### src/hw/lsm_defs.vh
// constants for the lvds input skew test multiplexer
`ifndef LSM_DEFS_VH
`define LSM_DEFS_VH
`define LSM_REG_SELECT 8'h18
`define LSM_REG_TDIO 8'h19
`define LSM_SELECT_RESET 8'h00
`define LSM_BIT_ENABLE 6
`define LSM_ADR_HI 5
`define LSM_ADR_LO 1
`define LSM_BIT_MSEL 0
`define LSM_ADR_W 5
`define LSM_ADR_CLK 5'h10
`define LSM_DATA_W 16
`endif

### src/hw/lsm_skew_mux.v
// lvds input skew test multiplexer with its spi-written select register
// Contract
// RL1: host clears test pin data io enable at 0x19 before enabling mux.
// RL2: enable bit set drives selected lvds input onto test output pair.
// RL3: pair address chooses two neighbouring lvds inputs, data clock included; address 01111 here pairs b msb with a quiet zero.
// RL4: member select zero shows first signal of pair, normal polarity.
// RL5: member select one shows second signal of pair, inverted.
// RL6: writing 0x60 enables, address 10000, shows port b msb.
// RL7: writing 0x61 shows data clock input inverted at same address.
// RL8: host drives alternating codes on data ports during measurement; the bench holds run low while measuring, so its data stay still.
// RL9: compare only neighbours of one address and like edges.
// RL10: host keeps enable bit zero during normal conversion.
// RL11: enable zero leaves test output undriven regardless of other fields.
`timescale 1ns/1ps
`default_nettype none
`include "lsm_defs.vh"
module lsm_skew_mux #(
  parameter DATA_W = `LSM_DATA_W
) (
  input wire CLK_SYS,
  input wire RST_N,
  input wire REG_WR,
  input wire [7:0] REG_ADDR,
  input wire [7:0] REG_WDATA,
  output reg [7:0] REG_RDATA,
  input wire LVDS_DATA_CLOCK_IN,
  input wire [DATA_W-1:0] LVDS_PORT_A_DATA,
  input wire [DATA_W-1:0] LVDS_PORT_B_DATA,
  input wire TEST_PIN_DATA_IO_ENABLE,
  output reg TEST_OUTPUT_PAIR_P,
  output reg TEST_OUTPUT_PAIR_N,
  output reg TEST_OUTPUT_PAIR_OE_N
);
  localparam NIN = 2 * DATA_W + 1;
  reg [7:0] select_r;
  wire [NIN-1:0] pins_s;
  wire skew_mux_enable;
  wire [`LSM_ADR_W-1:0] skew_mux_pair_address;
  wire skew_mux_member_select;
  reg first_nxt;
  reg second_nxt;
  reg out_nxt;

  // inputs ordered: a[0..], clock, b[0..]; neighbours chain through the clock
  lsm_sync3 #(.W(NIN)) u_sync (
    .clk(CLK_SYS),
    .rst_n(RST_N),
    .d({LVDS_PORT_B_DATA, LVDS_DATA_CLOCK_IN, LVDS_PORT_A_DATA}),
    .q(pins_s)
  );

  assign skew_mux_enable = select_r[`LSM_BIT_ENABLE];
  assign skew_mux_pair_address = select_r[`LSM_ADR_HI:`LSM_ADR_LO];
  assign skew_mux_member_select = select_r[`LSM_BIT_MSEL];

  // chain regions, one-hot; the clock sits between the two ports
  localparam RGN_B = 3'b001;
  localparam RGN_CLK = 3'b010;
  localparam RGN_A = 3'b100;

  // write and read decode kept apart so each path has one owner
  wire wr_select;
  wire rd_select;
  integer first_i;
  integer second_i;

  assign wr_select = REG_WR && (REG_ADDR == `LSM_REG_SELECT);
  assign rd_select = (REG_ADDR == `LSM_REG_SELECT);

  // which part of the chain an address falls in
  function [2:0] region_of;
    input [`LSM_ADR_W-1:0] adr;
    begin
      if (adr == `LSM_ADR_CLK) begin
        region_of = RGN_CLK;
      end else if (adr < `LSM_ADR_CLK) begin
        region_of = RGN_B;
      end else begin
        region_of = RGN_A;
      end
    end
  endfunction

  // index of first pair member; address 10000 pairs b msb with the clock
  function integer first_idx;
    input [`LSM_ADR_W-1:0] adr;
    begin
      case (region_of(adr))
        RGN_CLK: begin
          first_idx = NIN - 1;
        end
        RGN_B: begin
          first_idx = DATA_W + 1 + adr;
        end
        RGN_A: begin
          first_idx = adr - `LSM_ADR_CLK - 1;
        end
        default: begin
          first_idx = NIN;
        end
      endcase
    end
  endfunction

  // index of second pair member, the neighbour one step up the chain; the clock at address 10000
  function integer second_idx;
    input [`LSM_ADR_W-1:0] adr;
    begin
      case (region_of(adr))
        RGN_CLK: begin
          second_idx = DATA_W;
        end
        RGN_B: begin
          second_idx = DATA_W + 2 + adr;
        end
        RGN_A: begin
          second_idx = adr - `LSM_ADR_CLK;
        end
        default: begin
          second_idx = NIN;
        end
      endcase
    end
  endfunction

  // indices past the chain end give a quiet zero instead of an x
  function in_chain;
    input integer idx;
    begin
      in_chain = (idx >= 0) && (idx < NIN);
    end
  endfunction

  function pick;
    input [NIN-1:0] pins;
    input integer idx;
    begin
      pick = 1'b0;
      if (in_chain(idx)) begin
        pick = pins[idx];
      end
    end
  endfunction

  always @* begin
    first_i = first_idx(skew_mux_pair_address);
    second_i = second_idx(skew_mux_pair_address);
    first_nxt = pick(pins_s, first_i); // RL3
    second_nxt = pick(pins_s, second_i); // RL3
    // first member straight, second member inverted
    out_nxt = skew_mux_member_select ? ~second_nxt : first_nxt; // RL4 RL5
  end

  // register write: 0x60 / 0x61 decode through the same field layout
  always @(posedge CLK_SYS or negedge RST_N) begin
    if (!RST_N) begin
      select_r <= `LSM_SELECT_RESET;
    end else if (wr_select) begin
      select_r <= {1'b0, REG_WDATA[`LSM_BIT_ENABLE:0]}; // RL6 RL7
    end
  end

  // read data registered; follows the address one cycle late
  always @(posedge CLK_SYS or negedge RST_N) begin
    if (!RST_N) begin
      REG_RDATA <= 8'h00;
    end else if (rd_select) begin
      REG_RDATA <= select_r;
    end else begin
      REG_RDATA <= 8'h00;
    end
  end

  // no check of the io enable: keeping it clear is the host's duty
  // one process per pin so each output stays a plain flip-flop
  always @(posedge CLK_SYS or negedge RST_N) begin
    if (!RST_N) begin
      TEST_OUTPUT_PAIR_P <= 1'b0;
    end else if (skew_mux_enable) begin
      TEST_OUTPUT_PAIR_P <= out_nxt; // RL2
    end else begin
      TEST_OUTPUT_PAIR_P <= 1'b0; // RL11
    end
  end

  // complement only while driven; both low when released
  always @(posedge CLK_SYS or negedge RST_N) begin
    if (!RST_N) begin
      TEST_OUTPUT_PAIR_N <= 1'b0;
    end else if (skew_mux_enable) begin
      TEST_OUTPUT_PAIR_N <= ~out_nxt; // RL2
    end else begin
      TEST_OUTPUT_PAIR_N <= 1'b0; // RL11
    end
  end

  // enable low while driving; same edge as the data so no glitch leaks out
  always @(posedge CLK_SYS or negedge RST_N) begin
    if (!RST_N) begin
      TEST_OUTPUT_PAIR_OE_N <= 1'b1;
    end else if (skew_mux_enable) begin
      TEST_OUTPUT_PAIR_OE_N <= 1'b0; // RL2
    end else begin
      TEST_OUTPUT_PAIR_OE_N <= 1'b1; // RL11
    end
  end

  // limitation: the pair shows pins after the synchroniser, so skew seen
  // here is quantised to the system clock, not the analogue timing
endmodule // lsm_skew_mux
`default_nettype wire

### src/hw/lsm_sync3.v
// three-stage synchroniser, change accepted when stages two and three agree
`timescale 1ns/1ps
`default_nettype none
module lsm_sync3 #(
  parameter W = 1
) (
  input wire clk,
  input wire rst_n,
  input wire [W-1:0] d,
  output reg [W-1:0] q
);
  reg [W-1:0] s1_r;
  reg [W-1:0] s2_r;
  reg [W-1:0] s3_r;
  integer i;
  always @(posedge clk or negedge rst_n) begin
    if (!rst_n) begin
      s1_r <= {W{1'b0}};
      s2_r <= {W{1'b0}};
      s3_r <= {W{1'b0}};
      q <= {W{1'b0}};
    end else begin
      s1_r <= d;
      s2_r <= s1_r;
      s3_r <= s2_r;
      // per bit: keep old value until the two later stages agree
      for (i = 0; i < W; i = i + 1) begin
        if (s2_r[i] == s3_r[i]) begin
          q[i] <= s3_r[i];
        end
      end
    end
  end
endmodule // lsm_sync3
`default_nettype wire

### config.mk
export PLATFORM = sky130hd
export DESIGN_NAME = lsm_skew_mux
export DESIGN_NICKNAME = d
export VERILOG_FILES = /design/src/hw/lsm_skew_mux.v /design/src/hw/lsm_sync3.v
export VERILOG_INCLUDE_DIRS = /design/src /design/src/hw
export SDC_FILE = /design/constraint.sdc
export NUM_CORES = 1
export LEC_CHECK = 0
export CORE_MARGIN = 2
export CORE_UTILIZATION = 60
export DETAILED_ROUTE_END_ITERATION = 12
export DONT_BUFFER_PORTS = 1
export PLACE_DENSITY = 0.87
export REMOVE_ABC_BUFFERS = 1
export SLEW_MARGIN = 20
export SYNTH_ARGS = -nofsm -noshare
export SYNTH_HDL_FRONTEND = slang
export SYNTH_SLANG_ARGS = --single-unit
### constraint.sdc
create_clock -name CLK_SYS -period 6.5 [get_ports CLK_SYS]
set_input_delay 1.3 -clock CLK_SYS [delete_from_list [all_inputs] [get_ports CLK_SYS]]
set_output_delay 1.3 -clock CLK_SYS [all_outputs]
set_load 0.005 [all_outputs]
### After elaboration in Yosys (flattened, before gate mapping)

Cells that the tools add are included.

| word-level totals | value |
|---|---|
| register bits | 150 |
| input bits | 53 |
| output and inout port bits | 11 |
| word-level logic and storage cells | 112 |

| cells by class | value |
|---|---|
| $add $sub $neg | 4 |
| $lt $le $gt $ge | 7 |
| equality and inequality tests | 38 |
| muxes and demuxes | 17 |
| bitwise operators | 2 |
| reduce and logical (&&, ||, !) cells | 3 |

Operator list:

| cell | count |
|---|---|
| $pmux W32 S3 | 2 |
| $ge A32 B1 Y1 const B | 2 |
| $lt A32 B7 Y1 const B | 2 |
| $lt A32 B8 Y1 const B | 2 |
| $eq A1 B1 Y1 | 33 |
| $sub A32 B1 Y32 const B | 1 |
| $add A5 B5 Y6 const A | 2 |
| $bmux W1 S6 | 2 |
| $mux W1 | 10 |
| $eq A8 B5 Y1 const B | 1 |
| $mux W7 | 1 |
| $mux W3 | 2 |
| $sub A5 B5 Y6 const B | 1 |
| $eq A5 B5 Y1 const B | 1 |
| $lt A5 B5 Y1 const B | 1 |
| $eq A3 B1 Y1 const B | 1 |
| $eq A3 B2 Y1 const B | 1 |
| $eq A3 B3 Y1 const B | 1 |
| $logic_and A1 B1 Y1 | 3 |
| $not A1 Y1 | 2 |

### Logic depth before layout (Yosys ltp)

| logic depth | value |
|---|---|
| depth in word-level cells | 13 |
| gate-level depth with buffers | 12 |
| mapped depth without buffers | 10 |

### Hierarchy

From an unflattened synthesis, not the netlist that was laid out.

| second synthesis, totals | value |
|---|---|
| cells, all modules | 394 |
| area total of the unflattened synthesis | 5705.5 um^2 |

By module, submodules not included:

| module | times used | cells each | area an instance (um^2) | sequential area each (um^2) |
|---|---|---|---|---|
| lsm_sync3 | 1 | 165 | 3674.8 | 3303.2 |
| lsm_skew_mux | 1 | 229 | 2030.7 | 426.7 |

### Least setup slack after synthesis

No wires, ideal clock.

| timing | value |
|---|---|
| kind | reg2reg |
| from | reg select_r[1] |
| to | reg TEST_OUTPUT_PAIR_P |
| setup time | 0.121 ns |
| arrival | 2.761 ns |
| path slack | 3.618 ns |
| cell stages (with the launch flop) | 12 |
| path through | dfrtp_1 -> buf_2 -> clkinv_1 -> ha_1 -> or4b_1 -> buf_2 -> and3_1 -> a211oi_1 -> nor4_1 -> o31ai_1 -> o2111ai_1 -> a41o_1 |

| between the ends | value |
|---|---|
| longest elaborated chain between the ends | 12 |
| elaborated cells between the ends (all ways) | 30 |

Ends and longest elaborated chain:

| what | line | RTL |
|---|---|---|
| start, declared | lsm_skew_mux.v:35 | `reg [7:0] select_r;` |
| start signal, assigned | lsm_skew_mux.v:157 | `` select_r <= `LSM_SELECT_RESET; `` |
| start signal, assigned | lsm_skew_mux.v:159 | `` select_r <= {1'b0, REG_WDATA[`LSM_BIT_ENABLE:0]}; `` |
| branches (longest 10 deep; another with $sub A32 B1 Y32) | -- |  |
| $mux W1 (*) | lsm_skew_mux.v:151 | `out_nxt = skew_mux_member_select ? ~second_nxt : first_nxt;` |
| $mux W1 (*) | lsm_skew_mux.v:179 | `end else if (skew_mux_enable) begin` |
| end signal, assigned | lsm_skew_mux.v:180 | `TEST_OUTPUT_PAIR_P <= out_nxt;` |
| end, declared | lsm_skew_mux.v:30 | `output reg TEST_OUTPUT_PAIR_P,` |

Every way passes the cells marked *. The select of a mux whose other input is x is not followed.
A chain may end at the register's enable or synchronous reset.

### Final worst setup path

Ends and elaborated chain as after synthesis.

==> out/metrics.cfg <==
[logic_synthesis]
synthTopCellsByArea=dfrtp_1 68%, maj3_1 6.0%, mux2i_1 2.9%
yosysTopAreaCellShare_pct=67.63
syn_avg_cell_area_um2=14.84
synth_largest_area_cell=dfrtp_1
synth_edf_count=0
synth_cells=369
ys.flop_type=dfrtp_1
synth_cell_type_count=63
ys_seq_area_share_pct=68.11
synth_area_um2=5477
async_flop_share_pct=100.0
ys_seq_elements=149
yosysWarnings=0

[global_route]
track_usage_pct=21.07
antenna_found_initial=0
grt_pass1_wl_um=15680
grt-ovfl-total=0
grt_pass1_vias=3100
grt_max_degree=150

[floorplan]
rows=34
die-width_um=99.54
die_area_um2=9907
initial_core_util_pct=62.19
die_h_um=99.54
fp.coreArea_um2=8806
pin_count=64

[route]
viasPerCell=5.951
drtIter0Drc=109
wl_per_cell_um=19.01
drtPass1Iterations=4
vias=2940
antenna_left=0
drc=0
drt_wl_total_um=9393

[pwr]
switching_power_uw=476.5
power_density_nw_per_um2=349.1
seq_power_share_pct=47.8
finalPower_uw=2146
clkPwrFrac_pct=46.6
swShare_pct=22.21
power_frac_comb_pct=5.6
ir_worst_vdd_uv=282.9
internal-power_uw=1669
leakage_uw=0.002772

[timing]
finalCritPeriodShare_pct=67.43
setup_tns_ns=0
tightest_slew_ns=1.072
final-hold-violation-count=0
slew_violations=0
fmax_ghz=0.2282
setup_violations=0
fin_crit_ns=4.383
rsz0062_at_grt=false
relSlewSlack_pct=27.10
finClkSkew_ns=0.009711

[placed_design]
place_hpwl_um=5958
gp_congestion=0.8763
portBuffers=0

[finish]
final_cell_mix=148 x dfrtp_1, 33 x maj3_1, 17 x nand2_1
antennaDiodeCount=0
area_delta_synth_final_pct=12.25
num-nets-final=437
layout_commonest_cell=dfrtp_1
drive_gt1_share_pct=13.47

[clock_network]
cts_hold_buffers=0
clock-sinks=149
h-tree-depth=4
tritoncts=yes
clkLatencyLatePin_ns=0.51
cts_buffers=17
cts_root_buffer=clkbuf_8
cts_buffer_depth=2
post_cts_resized=0
clkTransAtPathRegs_ns=0.06
post_cts_buffers=0

[worst_setup_path]
worstSetupPathType=register to register
crit_path_max_fanout=19
crit_required_ns=6.89
startpoint_type=register
crit_path_end_kind=register
cp.arrival_ns=4.77

[flow_run]
maxCapViolCount=0

[worst_hold_path]
min_path_type=register to register

[status]
status=finished clean

-- critical path, stage by stage, from the launching register on --
cell and delay (ns):
dfrtp_1 0.84, clkinv_1 0.51, ha_1 0.44, xor2_1 0.61, nand2_1 0.59, a211oi_1 0.44, a2111oi_0 0.12, o31ai_1 0.26
o2111ai_1 0.17, a41o_1 0.28
-- state kept, by name, indices dropped and copies added (netlist names) --
name                   count
u_sync.s1_r               33
select_r                   7
TEST_OUTPUT_PAIR_OE_N      1
u_sync.s3_r               33
u_sync.s2_r               33
TEST_OUTPUT_PAIR_N         1
u_sync.q                  33
TEST_OUTPUT_PAIR_P         1
REG_RDATA                  7
-- per-layer routing --
metal | up-vias | track usage, % | routed length [um]
li1 | 1345 | - | -
met1 | 1496 | 26.74 | 4128
met2 | 81 | 34.25 | 4710
met3 | 18 | 5.060 | 362
met4 | 0 | 10.54 | 191
met5 | - | 0 | 0
-- worst paths after layout --
kind,start,end,slack [ns],cells past startpoint
setup / recovery,select_r[1],TEST_OUTPUT_PAIR_P,2.12,9
hold / removal,u_sync.s1_r[1],u_sync.s2_r[1],0.35,0
setup reg to reg,select_r[1],TEST_OUTPUT_PAIR_P,2.12,9
hold reg to reg,u_sync.s1_r[1],u_sync.s2_r[1],0.35,0
max in group asynchronous,RST_N,TEST_OUTPUT_PAIR_OE_N,5.81,0
min in group asynchronous,RST_N,REG_RDATA[1],0.49,0
-- cells in the mapped netlist (all sizes together) (2+ instances only) --
cell type and count:
nand4 8, a21oi 6, a311oi 4, mux2i 17
inv 7, ha 10, a21o 4, and3 8
a211oi 8, mux2 7, and4b 2, maj3 33
nor2 5, xor2 2, nor4bb 2, clkbuf 5
o21ai 3, buf 10, dfrtp 148, a31o 2
and2 9, nand2b 2, nor2b 2, nand2 17
nand3 11, a31oi 3, or2 2, a2111oi 3
mux4 3
-- power by group through the flow --
| stage | logic [uW] | clock network (uW) | registers (uW) |
|---|---|---|---|
| after floorplan | 94.9 | 0 | 1030 |
| after global placement | 113 | 0 | 1040 |
| after detailed placement | 118 | 0 | 1040 |
| after CTS | 120 | 1020 | 1030 |
| after global routing | 131 | 1060 | 1030 |
| final | 120 | 999 | 1030 |
-- cell type report --
type | instances | area (um^2)
Multi-Input combinational cell | 197 | 1630
Clock buffer | 18 | 417.9
Inverter | 8 | 30.03
Clock inverter | 13 | 196.4
Fill cell | 566 | 2659
Timing Repair Buffer | 1 | 7.507
Tap cell | 108 | 135.1
Sequential cell | 149 | 3730
-- kinds of logic (layout without fill, tap and decap cells) --
kind of cell | Yosys count | in the layout | synth area share [%]
simple gates | 79 | 79 | 8.568
flops | 149 | 149 | 68.11
xor+xnor | 2 | 2 | 0.3199
buf+inv | 23 | 40 | 2.125
fa+ha+maj | 43 | 43 | 8.316
mux | 27 | 27 | 5.849
other cells | 1 | 1 | 0.06847
compound gates | 45 | 45 | 6.649
-- stage by stage --
| stage | cell area (um^2) | utilization, % | worst slack, ns | hold slack (ns) | instances |
|---|---|---|---|---|---|
| after global placement | 5533 | 62.83 | 2.284 | 0.3312 | 463 |
| after global routing | 6147 | 69.81 | 1.767 | 0.3525 | 494 |
| after CTS | 6147 | 69.81 | 2.186 | 0.3486 | 494 |
| final | 6147 | 69.81 | 2.117 | 0.3461 | 494 |
| after floorplan | 5390 | - | 3.031 | 0.3312 | 354 |
| after detailed placement | 5533 | 62.83 | 2.206 | 0.3347 | 463 |
Power figures use the tool's default switching activity.
